[src/hw/tap_pkg.sv]
// constants shared by the test port device end and the tester end
// assumes both ends compile against this package first
package tap_pkg;
   localparam int IR_W = 3;
   localparam int ID_W = 32;
   localparam int BSR_W_DEF = 16;
   localparam int RESET_TMS_CNT = 5;
   localparam logic [2:0] IR_EXTEST = 3'h0;
   localparam logic [2:0] IR_IDCODE = 3'h1;
   localparam logic [2:0] IR_SAMPLE_Z = 3'h2;
   localparam logic [2:0] IR_SAMPLE = 3'h4;
   localparam logic [2:0] IR_BYPASS = 3'h7;
   localparam logic [1:0] IR_CAPTURE_PAT = 2'h1;
   // identification value is arbitrary
   localparam logic [31:0] ID_VALUE_DEF = 32'h1234_5A5B;
   localparam int TCK_DIV_DEF = 8;
   typedef enum logic [15:0] {
      ST_RESET = 16'h0001, ST_IDLE = 16'h0002, ST_SEL_DR = 16'h0004, ST_CAP_DR = 16'h0008,
      ST_SH_DR = 16'h0010, ST_EX1_DR = 16'h0020, ST_PAU_DR = 16'h0040, ST_EX2_DR = 16'h0080,
      ST_UPD_DR = 16'h0100, ST_SEL_IR = 16'h0200, ST_CAP_IR = 16'h0400, ST_SH_IR = 16'h0800,
      ST_EX1_IR = 16'h1000, ST_PAU_IR = 16'h2000, ST_EX2_IR = 16'h4000, ST_UPD_IR = 16'h8000
   } tap_state_t;
endpackage

[src/hw/tap_if.sv]
// test link wires between tester and device end
// assumes the tester resolves the data out wire from its enable
`timescale 1ns/1ps
interface tap_if;
   logic tck;
   logic tms;
   logic tdi;
   logic tdo;
   logic tdo_oe_n;
   modport dev (input tck, input tms, input tdi, output tdo, output tdo_oe_n);
   modport tst (output tck, output tms, output tdi, input tdo, input tdo_oe_n);
endinterface

[src/hw/tap_device.sv]
// device end: test access port of a synchronous memory
// assumes tck is slow against clk_sys_in; samples all link pins by two flops
// Functional notes
// - sample on rising, drive on falling
// - undriven tms and tdi read high
// - shift in at msb, out lsb
// - data out enabled only while shifting
// - five tms high clocks reach reset
// - port reset leaves memory path alone
// - power up resets port, output off
// - instruction selects exactly one register
// - three bit instruction shifted serially
// - identify instruction after any reset
// - capture ir loads 01 low bits
// - one bit bypass register
// - bypass bit cleared on bypass
// - boundary captures ring, then shifts
// - extest, sample, sample z capture ring
// - one cell per input and io ball
// - id loads 32 bits, shifts out
// - id is fixed built in constant
// - held tck keeps reset state
// - tester advised bypass only
// - sample z floats memory outputs
// - extest drives preloaded cells out
`timescale 1ns/1ps
module tap_device
   import tap_pkg::*;
#(
   parameter int BSR_W = BSR_W_DEF,
   parameter int OUT_W = 8,
   parameter logic [31:0] ID_VALUE = ID_VALUE_DEF
) (
   input wire logic clk_sys_in,
   input wire logic rst_in,
   tap_if.dev link,
   input wire logic tms_driven_in,
   input wire logic tdi_driven_in,
   input wire logic [BSR_W-1:0] ring_in,
   input wire logic [OUT_W-1:0] core_out_in,
   input wire logic core_oe_in,
   output logic [OUT_W-1:0] pin_out_out,
   output logic pin_oe_n_out,
   output logic cap_valid_out,
   output logic [BSR_W-1:0] cap_data_out,
   input wire logic cap_ready_in
);
   if (BSR_W < OUT_W + 1 || OUT_W < 1) begin : bad_width_chk
      $error("boundary register too short");
   end
   // bit BSR_W-1 is the output enable cell, low bits the output cells
   logic [2:0] tck_s, tms_s, tdi_s;
   logic tck_rise, tck_fall, tms_v, tdi_v;
   tap_state_t st_r, st_nxt;
   logic [IR_W-1:0] ir_sh_r, ir_r;
   logic bypass_r;
   logic [ID_W-1:0] id_r;
   logic [BSR_W-1:0] bsr_r, pre_r;
   logic tdo_r, tdo_oe_n_r, serial_bit;
   logic [BSR_W-1:0] buf0_r, buf1_r;
   logic [1:0] cnt_r;
   logic buf_push, buf_pop;
   always_ff @(posedge clk_sys_in or posedge rst_in) begin
      if (rst_in) begin
         tck_s <= 3'h0;
         tms_s <= 3'h7;
         tdi_s <= 3'h7;
      end else begin
         tck_s <= {tck_s[1:0], link.tck};
         tms_s <= {tms_s[1:0], link.tms | !tms_driven_in};
         tdi_s <= {tdi_s[1:0], link.tdi | !tdi_driven_in};
      end
   end
   assign tck_rise = tck_s[1] && !tck_s[2];
   assign tck_fall = !tck_s[1] && tck_s[2];
   assign tms_v = tms_s[1];
   assign tdi_v = tdi_s[1];
   always_comb begin
      case (st_r)
         ST_RESET: st_nxt = tms_v ? ST_RESET : ST_IDLE;
         ST_IDLE: st_nxt = tms_v ? ST_SEL_DR : ST_IDLE;
         ST_SEL_DR: st_nxt = tms_v ? ST_SEL_IR : ST_CAP_DR;
         ST_CAP_DR: st_nxt = tms_v ? ST_EX1_DR : ST_SH_DR;
         ST_SH_DR: st_nxt = tms_v ? ST_EX1_DR : ST_SH_DR;
         ST_EX1_DR: st_nxt = tms_v ? ST_UPD_DR : ST_PAU_DR;
         ST_PAU_DR: st_nxt = tms_v ? ST_EX2_DR : ST_PAU_DR;
         ST_EX2_DR: st_nxt = tms_v ? ST_UPD_DR : ST_SH_DR;
         ST_UPD_DR: st_nxt = tms_v ? ST_SEL_DR : ST_IDLE;
         ST_SEL_IR: st_nxt = tms_v ? ST_RESET : ST_CAP_IR;
         ST_CAP_IR: st_nxt = tms_v ? ST_EX1_IR : ST_SH_IR;
         ST_SH_IR: st_nxt = tms_v ? ST_EX1_IR : ST_SH_IR;
         ST_EX1_IR: st_nxt = tms_v ? ST_UPD_IR : ST_PAU_IR;
         ST_PAU_IR: st_nxt = tms_v ? ST_EX2_IR : ST_PAU_IR;
         ST_EX2_IR: st_nxt = tms_v ? ST_UPD_IR : ST_SH_IR;
         ST_UPD_IR: st_nxt = tms_v ? ST_SEL_DR : ST_IDLE;
         default: st_nxt = ST_RESET;
      endcase
   end
   // five high tms clocks walk any state to reset
   // power up reset; no tck edge keeps it there
   always_ff @(posedge clk_sys_in or posedge rst_in) begin
      if (rst_in) st_r <= ST_RESET;
      else if (tck_rise) st_r <= st_nxt;
   end
   always_ff @(posedge clk_sys_in or posedge rst_in) begin
      if (rst_in) begin
         ir_sh_r <= IR_IDCODE;
      end else if (tck_rise) begin
         if (st_r == ST_CAP_IR) ir_sh_r <= {1'b0, IR_CAPTURE_PAT};
         else if (st_r == ST_SH_IR) ir_sh_r <= {tdi_v, ir_sh_r[IR_W-1:1]};
      end
   end
   // update ir only; reset loads identify
   always_ff @(posedge clk_sys_in or posedge rst_in) begin
      if (rst_in) ir_r <= IR_IDCODE;
      else if (tck_rise && st_r == ST_RESET) ir_r <= IR_IDCODE;
      else if (tck_rise && st_r == ST_UPD_IR) ir_r <= ir_sh_r;
   end
   // bypass cell; cleared when bypass acts
   always_ff @(posedge clk_sys_in or posedge rst_in) begin
      if (rst_in) bypass_r <= 1'b0;
      else if (tck_rise && st_r == ST_CAP_DR) bypass_r <= 1'b0;
      else if (tck_rise && st_r == ST_SH_DR) bypass_r <= tdi_v;
   end
   // identify capture and shift; fixed value
   always_ff @(posedge clk_sys_in or posedge rst_in) begin
      if (rst_in) id_r <= '0;
      else if (tck_rise && st_r == ST_CAP_DR) id_r <= ID_VALUE;
      else if (tck_rise && st_r == ST_SH_DR) id_r <= {tdi_v, id_r[ID_W-1:1]};
   end
   // boundary capture of ring, then shift
   always_ff @(posedge clk_sys_in or posedge rst_in) begin
      if (rst_in) begin
         bsr_r <= '0;
      end else if (tck_rise && (ir_r == IR_EXTEST || ir_r == IR_SAMPLE ||
                                ir_r == IR_SAMPLE_Z)) begin
         if (st_r == ST_CAP_DR) bsr_r <= ring_in;
         else if (st_r == ST_SH_DR) bsr_r <= {tdi_v, bsr_r[BSR_W-1:1]};
      end
   end
   // preload latch; enable cell preset high in reset
   always_ff @(posedge clk_sys_in or posedge rst_in) begin
      if (rst_in) begin
         pre_r <= {1'b1, {(BSR_W-1){1'b0}}};
      end else if (tck_rise && st_r == ST_RESET) begin
         pre_r[BSR_W-1] <= 1'b1;
      end else if (tck_rise && st_r == ST_UPD_DR && (ir_r == IR_EXTEST ||
                   ir_r == IR_SAMPLE)) begin
         pre_r <= bsr_r;
      end
   end
   always_comb begin
      if (st_r == ST_SH_IR) serial_bit = ir_sh_r[0];
      else begin
         case (ir_r)
            IR_IDCODE: serial_bit = id_r[0];
            IR_EXTEST, IR_SAMPLE, IR_SAMPLE_Z: serial_bit = bsr_r[0];
            default: serial_bit = bypass_r;
         endcase
      end
   end
   // output on falling edge, enabled only while shifting
   always_ff @(posedge clk_sys_in or posedge rst_in) begin
      if (rst_in) begin
         tdo_r <= 1'b0;
         tdo_oe_n_r <= 1'b1;
      end else if (tck_fall) begin
         tdo_r <= serial_bit;
         tdo_oe_n_r <= !(st_r == ST_SH_DR || st_r == ST_SH_IR);
      end
   end
   assign link.tdo = tdo_r;
   assign link.tdo_oe_n = tdo_oe_n_r;
   // memory path passes through unless a test instruction claims it
   // sample z floats; extest drives preload
   always_ff @(posedge clk_sys_in or posedge rst_in) begin
      if (rst_in) begin
         pin_out_out <= '0;
         pin_oe_n_out <= 1'b1;
      end else if (ir_r == IR_SAMPLE_Z) begin
         pin_out_out <= core_out_in;
         pin_oe_n_out <= 1'b1;
      end else if (ir_r == IR_EXTEST) begin
         pin_out_out <= pre_r[OUT_W-1:0];
         pin_oe_n_out <= !pre_r[BSR_W-1];
      end else begin
         pin_out_out <= core_out_in;
         pin_oe_n_out <= !core_oe_in;
      end
   end
   // two entry buffer for captured ring words; a capture into a full buffer is dropped
   assign buf_push = tck_rise && st_r == ST_CAP_DR && ir_r != IR_IDCODE &&
                     ir_r != IR_BYPASS && cnt_r != 2'h2;
   assign buf_pop = cap_valid_out && cap_ready_in;
   always_ff @(posedge clk_sys_in or posedge rst_in) begin
      if (rst_in) begin
         buf0_r <= '0;
         buf1_r <= '0;
         cnt_r <= 2'h0;
         cap_valid_out <= 1'b0;
         cap_data_out <= '0;
      end else begin
         if (buf_push && !buf_pop) begin
            if (cnt_r == 2'h0) buf0_r <= ring_in;
            else buf1_r <= ring_in;
            cnt_r <= cnt_r + 2'h1;
         end else if (buf_pop && !buf_push) begin
            buf0_r <= buf1_r;
            cnt_r <= cnt_r - 2'h1;
         end else if (buf_pop && buf_push) begin
            if (cnt_r == 2'h1) buf0_r <= ring_in;
            else begin
               buf0_r <= buf1_r;
               buf1_r <= ring_in;
            end
         end
         cap_valid_out <= (cnt_r != 2'h0 && !(buf_pop && !buf_push && cnt_r == 2'h1)) ||
                          (buf_push && cnt_r == 2'h0);
         if (buf_pop || cnt_r == 2'h0) begin
            cap_data_out <= (cnt_r == 2'h2) ? buf1_r : ring_in;
         end else begin
            cap_data_out <= buf0_r;
         end
      end
   end
endmodule // tap_device

[src/flat_wrapper.sv]
// flat-port wrapper written by rule: the top's interface ports become plain ports
module tap_device_flat import tap_pkg::*;
#(
   parameter int BSR_W = BSR_W_DEF,
   parameter int OUT_W = 8,
   parameter logic [31:0] ID_VALUE = ID_VALUE_DEF
)
  (clk_sys_in, rst_in, tms_driven_in, tdi_driven_in, ring_in, core_out_in, core_oe_in, pin_out_out, pin_oe_n_out, cap_valid_out, cap_data_out, cap_ready_in, link_tck, link_tms, link_tdi, link_tdo, link_tdo_oe_n);
  tap_if link_i ();
  input wire logic clk_sys_in;
  input wire logic rst_in;
  input wire logic tms_driven_in;
  input wire logic tdi_driven_in;
  input wire logic [BSR_W-1:0] ring_in;
  input wire logic [OUT_W-1:0] core_out_in;
  input wire logic core_oe_in;
  output logic [OUT_W-1:0] pin_out_out;
  output logic pin_oe_n_out;
  output logic cap_valid_out;
  output logic [BSR_W-1:0] cap_data_out;
  input wire logic cap_ready_in;
  input wire logic [$bits(link_i.tck)-1:0] link_tck;
  input wire logic [$bits(link_i.tms)-1:0] link_tms;
  input wire logic [$bits(link_i.tdi)-1:0] link_tdi;
  output wire logic [$bits(link_i.tdo)-1:0] link_tdo;
  output wire logic [$bits(link_i.tdo_oe_n)-1:0] link_tdo_oe_n;
  assign link_i.tck = link_tck;
  assign link_i.tms = link_tms;
  assign link_i.tdi = link_tdi;
  assign link_tdo = link_i.tdo;
  assign link_tdo_oe_n = link_i.tdo_oe_n;
  tap_device #(.BSR_W(BSR_W), .OUT_W(OUT_W), .ID_VALUE(ID_VALUE)) u_core (.clk_sys_in(clk_sys_in), .rst_in(rst_in), .link(link_i), .tms_driven_in(tms_driven_in), .tdi_driven_in(tdi_driven_in), .ring_in(ring_in), .core_out_in(core_out_in), .core_oe_in(core_oe_in), .pin_out_out(pin_out_out), .pin_oe_n_out(pin_oe_n_out), .cap_valid_out(cap_valid_out), .cap_data_out(cap_data_out), .cap_ready_in(cap_ready_in));
endmodule
[config.mk]
export PLATFORM = sky130hd
export DESIGN_NAME = tap_device_flat
export DESIGN_NICKNAME = d
export VERILOG_FILES = /design/src/hw/tap_pkg.sv /design/src/hw/tap_if.sv /design/src/hw/tap_device.sv /design/src/flat_wrapper.sv
export SDC_FILE = /design/constraint.sdc
export NUM_CORES = 1
export LEC_CHECK = 0
export ABC_AREA = 1
export BUFFER_PORTS_ARGS = -buffer_cell sky130_fd_sc_hd__buf_2
export CORE_MARGIN = 1.5
export CORE_UTILIZATION = 30
export CTS_CLUSTER_SIZE = 12
export DETAILED_ROUTE_END_ITERATION = 10
export GPL_TIMING_DRIVEN = 0
export PLACE_DENSITY_LB_ADDON = 0.25
export SETUP_SLACK_MARGIN = 0.3
export SYNTH_ARGS = -nofsm -noshare
export SYNTH_HDL_FRONTEND = slang
export SYNTH_SLANG_ARGS = --single-unit
export TNS_END_PERCENT = 30
[constraint.sdc]
create_clock -name clk_sys_in -period 3.7 [get_ports clk_sys_in]
set_input_delay 0 -clock clk_sys_in [delete_from_list [all_inputs] [get_ports clk_sys_in]]
set_output_delay 0 -clock clk_sys_in [all_outputs]
set_load 0.03 [all_outputs]
; ---- After elaboration in Yosys (flattened, before gate mapping)
; Cells that the tools add are included.
[op_classes]
n_eq_ne = 28
mux = 45
reduce_logical = 54
n_addsub = 2
bitwise = 3
[ops]
columns = cell, count
row1 = $mux 16, 17
row2 = $pmux 16 s12, 1
row3 = $mux 32, 2
row4 = $mux 8, 3
row5 = $logic_and 1x1->1, 19
row6 = $mux 9, 2
row7 = $eq 16x1->1 const B, 1
row8 = $eq 16x10->1 const B, 1
row9 = $eq 16x11->1 const B, 1
row10 = $eq 16x12->1 const B, 1
row11 = $eq 16x13->1 const B, 1
row12 = $eq 16x14->1 const B, 1
row13 = $eq 16x15->1 const B, 1
row14 = $eq 16x16->1 const B, 1
row15 = $eq 16x2->1 const B, 1
row16 = $eq 16x3->1 const B, 1
row17 = $eq 16x4->1 const B, 1
row18 = $eq 16x5->1 const B, 1
row19 = $eq 16x6->1 const B, 1
row20 = $eq 16x7->1 const B, 1
row21 = $eq 16x8->1 const B, 1
row22 = $eq 16x9->1 const B, 1
row23 = $reduce_bool 2->1, 8
row24 = $mux 15, 1
row25 = 30 further kinds, 63
[totals]
reg_bits = 156
out_inout_bits = 28
elab_cells = 152
inputBits = 33

; ---- Longest topological paths before layout
; Gate-level depths: netlist of run 1.
[depth]
depth_word = 12
depth_mapped = 14
ltp_nobuf = 13

; ---- Worst setup path before layout of run 1
; Ideal clock, no wire load.
[synth_timing]
kind = reg2reg
startpoint = reg u_core.st_r[8]
endpoint = reg u_core.buf0_r[0]
t_arrival_ns = 2.334
synth_period_minus_slack_ns = 2.464
n_path_buf = 2
path_slack_ns = 1.236
setup_time_ns = 0.130
path_stages_with_launch = 14
path_cell_list = dfrtp_1 > nor2_4 > nand2_4 > nor2_8 > nand3_2 > buf_4 > nor3_2 > inv_1 > ha_1 > o21ai_1 > clkbuf_1 > nand2_1 > o211ai_1 > o21ai_0
[synth_between]
elab_chain_len = 9
word_cells_on_any_way = 14
[synth_lines]
columns = element, line
row1 = "start, declared", tap_device.sv:54  ; tap_state_t st_r, st_nxt;
row2 = "start signal, assigned", tap_device.sv:103  ; else if (tck_rise) st_r <= st_nxt;
row3 = $eq 16x4->1 (*), tap_device.sv:192  ; assign buf_push = tck_rise && st_r == ST_CAP_DR && ir_r != IR_IDCODE &&
row4 = $logic_and 1x1->1 (*) (3 in series), tap_device.sv:192
row5 = $logic_and 1x1->1 (*), tap_device.sv:193  ; ir_r != IR_BYPASS && cnt_r != 2'h2;
row6 = $logic_not 1->1, tap_device.sv:207  ; end else if (buf_pop && !buf_push) begin
row7 = $logic_and 1x1->1, tap_device.sv:207
row8 = $reduce_bool 3->1 (no line) or $mux 16 (tied branches), -
row9 = $reduce_and 2->1 (no line) or $mux 16 (tied branches), -
row10 = "end signal, assigned", tap_device.sv:208  ; buf0_r <= buf1_r;
row11 = "end signal, assigned", tap_device.sv:211  ; if (cnt_r == 2'h1) buf0_r <= ring_in;
row12 = "end signal, assigned", tap_device.sv:213  ; buf0_r <= buf1_r;
row13 = "end, declared", tap_device.sv:60  ; logic [BSR_W-1:0] buf0_r, buf1_r;
; Every way passes the cells marked *; elsewhere a longest branch is shown, timed or not.
; A chain may end at the register's enable or synchronous reset.

; ---- Worst setup path after layout of run 1
[layout_timing]
startpoint = reg u_core.st_r[4]
endpoint = reg u_core.buf0_r[2]
; Same word-level chain as after synthesis.

==> impl_metrics.yaml, run 1 <==
status:
  outcome: "finished clean"
synth:
  async_flop_share_pct: 100
  syn-mean-instance-area_sq_um: 8.71
  synth_largest_area_cell: "dfrtp_1"
  ys_ff_latch: 148
  syn_area_sq_mm: 0.00683
  synthTopCellsByArea: "dfrtp_1 (51%), nand2_1 (10%), o21ai_0 (10%), inv_1 (5.2%), dfstp_2 (3.8%)"
  synth.most_common_cell: "nand2_1"
  synth_flop_cell: "dfrtp_1"
  synthDistinctLibCells: 40
  yosys_warnings: 0
  synth_fp_nets: 824
  seq_area_frac_synth_pct: 54.4
  yosys-top-cells-count: "nand2_1 (187), dfrtp_1 (138), o21ai_0 (138), inv_1 (94), nor2_1 (45)"
  postSynthCellCount: 784
  yosysTopAreaCellShare_pct: 50.6
  synth_edf_count: 0
placement:
  dp_hpwl_mm: 11.9
  placed_area_sq_mm: 0.00757
  placed_cells: 1133
  io_buffers: 60
  place.gp.congestion: 0.847
  place_ws_ns: 0.499
detailed_routing:
  wirelength_mm: 16.7
  dr.pass1.iters: 4
  vias: 5564
  drt-initial-drc-count: 263
  ant_nets: 0
  viasPerCell: 4.65
  wl_per_cell_um: 14.0
  drc: 0
timing:
  drv_slew: 0
  hold_viol: 0
  setup_slack_ns: 0.570
  fin_skew_ns: 0.00899
  hold_slack_ns: 0.210
  slew_headroom_pct: 56.7
  rsz0062_at_grt: "false"
  worst_pin_slew_ns: 0.648
  setup_viol: 0
  finalCritPeriodShare_pct: 84.6
  setup_tns_ns: 0
  fmax_ghz: 0.320
  period_minus_slack_ns: 3.13
clock_network:
  cts_sinks: 148
  cts-buffers-inserted: 17
  cts_tree: "done"
  cts_htree_levels: 4
  clk_latency_ns: 0.42
  cts_root_buffer: "clkbuf_16"
  clockBufferDepth: 2
  path_clk_slew_ns: 0.06
cells_and_area:
  utilization_pct: 37.5
  layout-area-overhead-vs-synth_pct: 23.5
  fin_area_sq_mm: 0.00843
  fin_cells: 1196
  n_antenna_cell: 0
  drive_gt1_share_pct: 18.1
  nets: 938
min_path:
  hold_path.class: "in -> async"
floorplan:
  core_area_sq_mm: 0.0225
  design.die.area_sq_mm: 0.0237
  num_rows: 55
  initial_core_util_pct: 30.3
  fp.dieH_um: 154
  die_w_um: 154
  io_pins: 61
worst_setup_path:
  cp_max_fo: 10
  crit_type: "reg -> reg"
  worst_setup_path_end_kind: "flop"
  required_ns: 4.04
  worstPathArrival_ns: 3.47
  critPathLaunchType: "flop"
job:
  maxCapViolCount: 0
global_routing:
  grt_pass1_vias: 5581
  grt_pass1_wl_mm: 28.6
  gr-total-overflow: 0
  grt_max_degree: 38
  grt_usage_pct: 15.1
  antenna_found_initial: 0
pwr:
  vdd_drop_max_uv: 303
  powerDensity_mw_per_mm2: 576
  total_power_mw: 4.85
  leakage_nw: 4.01
[layout make-up]
class	instances	area, sq um
Inverter	97	372
Buffer	35	179
Tap cell	285	357
Clock buffer	19	443
Sequential cell	148	3720
Timing Repair Buffer	95	698
Fill cell	2291	14100
Multi-Input combinational cell	504	2560
Clock inverter	13	100
[worst max-delay path: stages (launching register included)]
cell	delay (ns)
dfrtp_1	0.41
nor2_1	0.19
nand2_1	0.17
inv_1	0.16
nand3_2	0.10
buf_4	0.20
nor3_2	0.40
inv_1	0.12
ha_1	0.23
o21ai_1	0.33
clkbuf_1	0.48
o211ai_1	0.14
o21ai_0	0.11
[flip-flops by register name (all words and copies together) (netlist names)]
signal	count
u_core.tdi_s	2
u_core.cap_valid_out	1
u_core.buf0_r	16
u_core.tck_s	3
u_core.pin_oe_n_out	1
u_core.cnt_r	2
u_core.pre_r	9
u_core.bsr_r	16
u_core.link.tdo	1
u_core.ir_sh_r	3
u_core.id_r	31
u_core.st_r	16
u_core.pin_out_out	8
u_core.link.tdo_oe_n	1
u_core.cap_data_out	16
u_core.tms_s	2
u_core.ir_r	3
u_core.bypass_r	1
u_core.buf1_r	16
[worst paths after layout]
kind	to	from	cells after the start	slack, ns
hold reg to reg	u_core.tdi_s[1]	u_core.tdi_s[0]	0	0.36
hold / removal	u_core.cap_data_out[3]	rst_in	3	0.21
setup reg to reg	u_core.buf0_r[2]	u_core.st_r[4]	12	0.57
max in group asynchronous	u_core.tdi_s[1]	rst_in	5	2.56
min in group clk_sys_in	u_core.tck_s[0]	link_tck	2	0.22
setup / recovery	u_core.buf0_r[2]	u_core.st_r[4]	12	0.57
[cell families after synthesis]
| logic type | Yosys count | synth area share [%] |
|---|---|---|
| buffers and inverters | 132 | 7.97 |
| flip-flops | 148 | 54.4 |
| AND/OR/NAND/NOR | 280 | 17.3 |
| multiplexers | 8 | 1.32 |
| AO/OA/AOI/OAI | 208 | 17.6 |
| XOR/XNOR | 1 | 0.128 |
| adder cells (fa/ha/maj) | 7 | 1.28 |
[report_power, final]
group          switching [mW]  internal (mW)  leakage [nW]
combinational           0.919          0.389          1.85
clock                   0.706          0.881         0.253
sequential             0.0878           1.87          1.90
total                    1.71           3.14          4.01
[placed cells by master, fill, tap and decap left out, drive strengths merged, types with 3 or more instances in the layout]
cell	Yosys	routed
o31ai	9	9
dlygate4sd3	0	31
o22ai	3	3
ha	7	7
mux2	8	8
o211ai	17	17
inv	96	99
dfstp	10	10
nor3	12	12
nor2	49	49
dfrtp	138	138
a21oi	10	10
clkinvlp	0	6
clkinv	1	5
clkbuf	22	41
buf	13	77
nand3	20	20
nand4	5	5
nand2	191	191
o21ai	165	165
[layer usage]
metal	GRT usage, %	vias to the layer above	wire length [um]
li1	-	2780	-
met1	21.2	2657	8610
met2	23.4	114	7400
met3	2.71	13	517
met4	5.73	0	225
met5	0	-	0
[repair_timing]
action	4_1_cts	5_1_grt
hold buffers	31	0
setup buffers	0	0
resized for setup	0	4
endpoints found under the setup margin	0	14
hold endpoints to repair	69	0
Note: power is estimated with default switching activity, not from simulation.
==> run 2: changes to the inputs <==
--- a/config.mk
+++ b/config.mk
@@ -5,7 +5,7 @@
 export SDC_FILE = /design/constraint.sdc
 export NUM_CORES = 1
 export LEC_CHECK = 0
-export ABC_AREA = 1
+export ABC_AREA = 0
 export BUFFER_PORTS_ARGS = -buffer_cell sky130_fd_sc_hd__buf_2
 export CORE_MARGIN = 1.5
 export CORE_UTILIZATION = 30
==> constraint.sdc (replaced) <==
create_clock -name clk_sys_in -period 2.9 [get_ports clk_sys_in]
set_input_delay 0 -clock clk_sys_in [delete_from_list [all_inputs] [get_ports clk_sys_in]]
set_output_delay 0 -clock clk_sys_in [all_outputs]
set_load 0.03 [all_outputs]
==> run 2 against run 1 <==
Via count down 6.1%. Synthesized cell count down 14%. Worst hold slack worse by 0.0012 ns. Clock-buffer cell count up 4. Sequential share of layout area down 1.8 points. Synthesized area up 1.1%. Clock skew up 0.00059 ns. Sequential power up 25%. Combinational power up 11%. Worst setup slack worse by 0.21 ns. Critical path type unchanged. Critical endpoint is now u_core.buf1_r[1].
==> impl_metrics.yaml, run 2 <==
status:
  outcome: "finished clean"
synth:
  syn-mean-instance-area_sq_um: 10.2
  seq_area_frac_synth_pct: 53.8
  synth_flop_cell: "dfrtp_1"
  postSynthCellCount: 677
  synth_fp_nets: 717
  yosys_warnings: 0
  yosysTopAreaCellShare_pct: 50.0
  synth_largest_area_cell: "dfrtp_1"
  synth_edf_count: 0
  async_flop_share_pct: 100
  yosys-top-cells-count: "dfrtp_1 (138), nand2_1 (133), nor2_1 (64), o21ai_0 (56), mux2i_1 (34)"
  ys_ff_latch: 148
  synth.most_common_cell: "dfrtp_1"
  syn_area_sq_mm: 0.00690
  synthTopCellsByArea: "dfrtp_1 (50%), nand2_1 (7.2%), mux2i_1 (4.9%), o21ai_0 (4.1%), mux2_2 (3.9%)"
  synthDistinctLibCells: 53
global_routing:
  grt_max_degree: 40
  antenna_found_initial: 0
  grt_busiest_layer: "met2"
  gr-total-overflow: 0
  grt_pass1_wl_mm: 27.8
  grt_util_met2_pct: 22.4
  use_met1_pct: 21.1
  met3_usage_pct: 3.08
  grt_pass1_vias: 5254
  grt_usage_pct: 15.0
detailed_routing:
  viasPerCell: 4.76
  ant_nets: 0
  vias: 5225
  drt-initial-drc-count: 302
  wl_per_cell_um: 15.4
  drc: 0
  dr.pass1.iters: 5
  wirelength_mm: 16.9
worst_setup_path:
  cp_cell_sequence: "clkbuf_2 -> nor2_1 -> nand2_2 -> nor2_1 -> nand3_2 -> inv_2 -> ha_1 -> nor3b_2 -> o22ai_4 -> clkbuf_8 -> mux2_2"
  cpPeakStageDelay_ns: 0.39
  critPathMostFrequentCell: "nor2_1"
  critPathLaunchType: "flop"
  cp_num_buf_inv: 3
  crit_type: "reg -> reg"
  required_ns: 3.21
  cp_top_family: "simple AND/OR/NAND/NOR gates"
  slowest_stage: "dfrtp_1"
  cp_max_fo: 10
  worst_setup_path_end_kind: "flop"
  worstPathArrival_ns: 2.85
job:
  maxCapViolCount: 0
cells_and_area:
  layout_commonest_cell: "dfrtp_1"
  regArea_sq_mm: 0.00372
  layout-area-overhead-vs-synth_pct: 27.3
  nFillCells: 2217
  multi_input_area_sq_mm: 0.00298
  top_register: "u_core.id_r"
  largest_reg_flops: 31
  drive_gt1_share_pct: 25.0
  mostFrequentLayoutCells: "dfrtp_1 (138), nand2_1 (132), buf_2 (68), nor2_1 (64), o21ai_0 (56)"
  n_antenna_cell: 0
  nets: 839
floorplan:
  io_pins: 61
  design.die.area_sq_mm: 0.0239
  num_rows: 55
  die_w_um: 155
  fp.dieH_um: 155
  initial_core_util_pct: 30.6
  core_area_sq_mm: 0.0226
min_path:
  hold_path.class: "in -> reg"
clock_network:
  cts_htree_levels: 4
  clk_latency_ns: 0.43
  cts_sinks: 148
  clockBufferDepth: 2
  path_clk_slew_ns: 0.06
  cts-buffers-inserted: 17
  cts_tree: "done"
  cts_root_buffer: "clkbuf_16"
timing:
  setup_tns_ns: 0
  hold_viol: 0
  fmax_ghz: 0.394
  fin_skew_ns: 0.00957
  period_minus_slack_ns: 2.54
  setup_viol: 0
  worst_pin_slew_ns: 1.10
  finalCritPeriodShare_pct: 87.5
  drv_slew: 0
  slew_headroom_pct: 26.4
  rsz0062_at_grt: "true"
placement:
  place.gp.congestion: 0.840
  dp_hpwl_mm: 11.3
  io_buffers: 60
pwr:
  total_power_mw: 6.34
  powerDensity_mw_per_mm2: 722
  vdd_drop_max_uv: 371
  leakage_nw: 4.19
[run 2: cell types whose count changed after synthesis, moves of 13 or more]
| cell | change |
|---|---|
| inv_1 | -84 |
| o21ai_0 | -82 |
| nand2_1 | -54 |
| mux2i_1 | +34 |
| nor2_1 | +19 |
| o21ai_2 | -19 |
| mux2_2 | +16 |
| o211ai_1 | -16 |
| a31oi_2 | +14 |
| a21oi_1 | +13 |
| nand3_1 | +13 |
[run 2: tightest hold or removal path, stage by stage]
cell	delay (ns)
buf_2	0.07
nand2_1	0.12
inv_1	0.13
nor2_1	0.11
o21ai_0	0.17
[run 2: what timing repair did]
item,4_1_cts,5_1_grt
gates cloned,2,0
hold buffers,31,0
pin swaps,4,1
endpoints found under the hold margin,104,0
buffers inserted,6,0
gates resized for setup,30,10
setup endpoints to repair,33,79
[run 2: per-stage QoR]
step | instances | cell area [sq um] | setup slack (ns) | hold WS, ns | utilization (%)
2_1_floorplan | 677 | 6910 | 0.0575 | 0.0314 | -
3_3_place_gp | 1022 | 7560 | -0.830 | 0.117 | 33.5
3_5_place_dp | 1026 | 7640 | -0.887 | 0.117 | 33.9
4_1_cts | 1097 | 8770 | 0.312 | 0.208 | 38.9
5_1_grt | 1097 | 8790 | 0.233 | 0.241 | 38.9
6_report | 1097 | 8790 | 0.362 | 0.209 | 38.9
[run 2: cell type report]
type                            instances  area share [%]
Inverter                               10           0.470
Timing Repair Buffer                  103            8.66
Multi-Input combinational cell        474            34.0
Clock buffer                           23            5.33
Clock inverter                          9            2.02
Buffer                                 45            3.20
Sequential cell                       148            42.3
Tap cell                              285            4.06
[run 2: path summary, 6_finish.rpt]
check                                           to       startpoint  depth (start not counted)  slack [ns]
setup / recovery                  u_core.buf1_r[1]  u_core.st_r[10]                         11        0.36
hold / removal              u_core.cap_data_out[0]     cap_ready_in                          5        0.21
setup reg to reg                  u_core.buf1_r[1]  u_core.st_r[10]                         11        0.36
hold reg to reg                    u_core.tck_s[1]  u_core.tck_s[0]                          0        0.35
max in group asynchronous           u_core.id_r[6]           rst_in                          6        1.56
min in group asynchronous  u_core.cap_data_out[11]           rst_in                          3        0.28
[run 2: layer usage]
metal  share of wire, %  up-vias
met1                 51     2553
met5                  0        -
met4                1.7        0
li1                   -     2566
met2                 44       89
met3                3.1       17
[run 2: cell families (layout without fill, tap and decap cells)]
kind of cell	count (synthesis)	in the layout	share of synthesized area, %
XOR/XNOR	9	9	1.14
multiplexers	66	66	10.6
AND/OR/NAND/NOR	282	282	19.0
adder cells (fa/ha/maj)	8	8	1.41
buffers and inverters	55	190	3.84
flip-flops	148	148	53.8
AO/OA/AOI/OAI	109	109	10.1
[run 2: power by group]
group	internal [mW]	switching [mW]	leakage, nW
combinational	0.520	0.945	2.00
clock	1.57	0.857	0.316
sequential	2.31	0.134	1.88
==> run 3: changes to the inputs <==
--- a/config.mk
+++ b/config.mk
@@ -11,7 +11,6 @@
 export CORE_UTILIZATION = 30
 export CTS_CLUSTER_SIZE = 12
 export DETAILED_ROUTE_END_ITERATION = 10
-export GPL_TIMING_DRIVEN = 0
 export PLACE_DENSITY_LB_ADDON = 0.25
 export SETUP_SLACK_MARGIN = 0.3
 export SYNTH_ARGS = -nofsm -noshare
==> run 3 against run 2 <==
Final area is 3.0% lower. Flip-flop and latch count is the same. Worst setup slack improved by 0.094 ns. Critical endpoint is now u_core.pre_r[6]. Register-to-register slack improved by 0.09 ns.
==> impl_metrics.yaml, run 3 (synthesis gave the netlist of run 2 again) <==
worst_setup_path:
  required_ns: 3.20
  cp_cell_sequence: "nor4_4 -> buf_4 -> nand2_1 -> or4_1 -> mux2_4"
  slowest_stage: "or4_1"
  worst_setup_path_end_kind: "flop"
  r2r-start: "u_core.st_r[5]"
  crit_type: "reg -> reg"
  reg2reg_setup_slack_ns: 0.46
  cpPeakStageDelay_ns: 0.82
  critPathLaunchType: "flop"
  worst_r2r_endpoint: "u_core.pre_r[6]"
  worstPathArrival_ns: 2.74
  r2r_cells: 5
  cp_max_fo: 9
timing:
  rsz0062_at_grt: "false"
  hold_slack_ns: 0.229
  setup_tns_ns: 0
  hold_viol: 0
  slew_headroom_pct: 53.3
  fmax_ghz: 0.409
  fin_skew_ns: 0.00727
  period_minus_slack_ns: 2.44
  finalCritPeriodShare_pct: 84.3
  worst_pin_slew_ns: 0.699
  setup_viol: 0
  drv_slew: 0
placement:
  place.gp.congestion: 0.803
  io_buffers: 60
  dp_hpwl_mm: 10.3
  placed_area_sq_mm: 0.00757
clock_network:
  path_clk_slew_ns: 0.06
  clockBufferDepth: 2
  cts-buffers-inserted: 17
  cts_htree_levels: 4
  cts_sinks: 148
  cts_root_buffer: "clkbuf_16"
  clk_latency_ns: 0.42
  cts_tree: "done"
global_routing:
  grt_pass1_wl_mm: 26.4
  grt_usage_pct: 14.1
  grt_pass1_vias: 4930
  antenna_found_initial: 1
  gr-total-overflow: 0
  grt_max_degree: 115
detailed_routing:
  viasPerCell: 4.72
  drt-initial-drc-count: 303
  dr.pass1.iters: 4
  drc: 0
  wirelength_mm: 15.9
  wl_per_cell_um: 14.9
  ant_nets: 0
  vias: 5038
job:
  maxCapViolCount: 0
floorplan:
  die_w_um: 155
  num_rows: 55
  initial_core_util_pct: 30.6
  design.die.area_sq_mm: 0.0239
  fp.dieH_um: 155
  core_area_sq_mm: 0.0226
  io_pins: 61
pwr:
  total_power_mw: 6.04
  vdd_drop_max_uv: 334
  leakage_nw: 4.04
  powerDensity_mw_per_mm2: 709
cells_and_area:
  fin_area_sq_mm: 0.00852
  layout-area-overhead-vs-synth_pct: 23.4
  nets: 809
  layout_commonest_cell: "dfrtp_1"
  largest_reg_flops: 31
  drive_gt1_share_pct: 24.8
  utilization_pct: 37.7
  top_register: "u_core.id_r"
  mostFrequentLayoutCells: "dfrtp_1 (136), nand2_1 (133), nor2_1 (62), buf_2 (60), o21ai_0 (56)"
  nFillCells: 2252
min_path:
  hold_path.class: "in -> reg"
  hold_start: "link_tck"
  whs_endpoint: "u_core.tck_s[0]"
  hold_path_depth: 2
status:
  outcome: "finished clean"
run 3: changes by cell type in the layout (fill, tap and decap cells not counted), moves of 3 or more:
cell and change:
clkinvlp_4 +5, clkbuf_1 -21, bufinv_16 -3, clkbuf_2 -5, clkbuf_8 -6, buf_2 -8, buf_4 +15, buf_6 -3
run 3: layout make-up:
cell class	instances	area (sq um)	share of cell area, %
Antenna cell	1	2.50	0.0294
Clock buffer	19	443	5.20
Clock inverter	13	149	1.75
Inverter	10	41.3	0.485
Multi-Input combinational cell	474	2960	34.8
Sequential cell	148	3720	43.6
Tap cell	285	357	4.19
Timing Repair Buffer	118	846	9.93
run 3: worst max-delay path, delay by kind of cell (launching register included):
kind	cells	cell delay, ns
multiplexers	1	0.39
flip-flops	1	0.48
AND/OR/NAND/NOR	3	1.25
buffers and inverters	1	0.21
run 3: stage by stage:
step / instances / worst slack, ns
3_5_place_dp: 1004 / 0.332
2_1_floorplan: 677 / 0.0575
4_1_cts: 1067 / 0.310
6_report: 1068 / 0.456
5_1_grt: 1068 / 0.330
3_3_place_gp: 1004 / 0.388
run 3: routing by layer:
layer	share of wire [%]	wire, um	global-route usage, %
met1	51	8140	20.0
met2	45	7140	21.0
met3	2.9	460	3.28
met4	1.1	182	4.95
met5	0	0	0
run 3: how the worst max path moves through the flow:
stage / startpoint / end / slack (ns) / cells past startpoint
after detailed placement: u_core.st_r[1] / u_core.buf1_r[2] / 0.33 / 10
after floorplan: u_core.st_r[12] / u_core.buf1_r[0] / 0.06 / 11
after global placement: u_core.st_r[1] / u_core.buf1_r[3] / 0.39 / 10
final: u_core.st_r[5] / u_core.pre_r[6] / 0.46 / 5
after global routing: u_core.st_r[14] / u_core.buf1_r[14] / 0.33 / 10
after CTS: u_core.st_r[1] / u_core.buf1_r[2] / 0.31 / 10
run 3: what timing repair did:
action | CTS | global route
hold endpoints to repair | 212 | 0
buffers inserted | 0 | 0
gates resized for setup | 0 | 10
endpoints found under the setup margin | 0 | 32
hold buffers | 31 | 0
run 3: report_power, final:
group          switching (mW)  internal [mW]  total (mW)
combinational           0.879          0.491        1.37
clock                   0.917           1.30        2.22
sequential              0.139           2.31        2.45
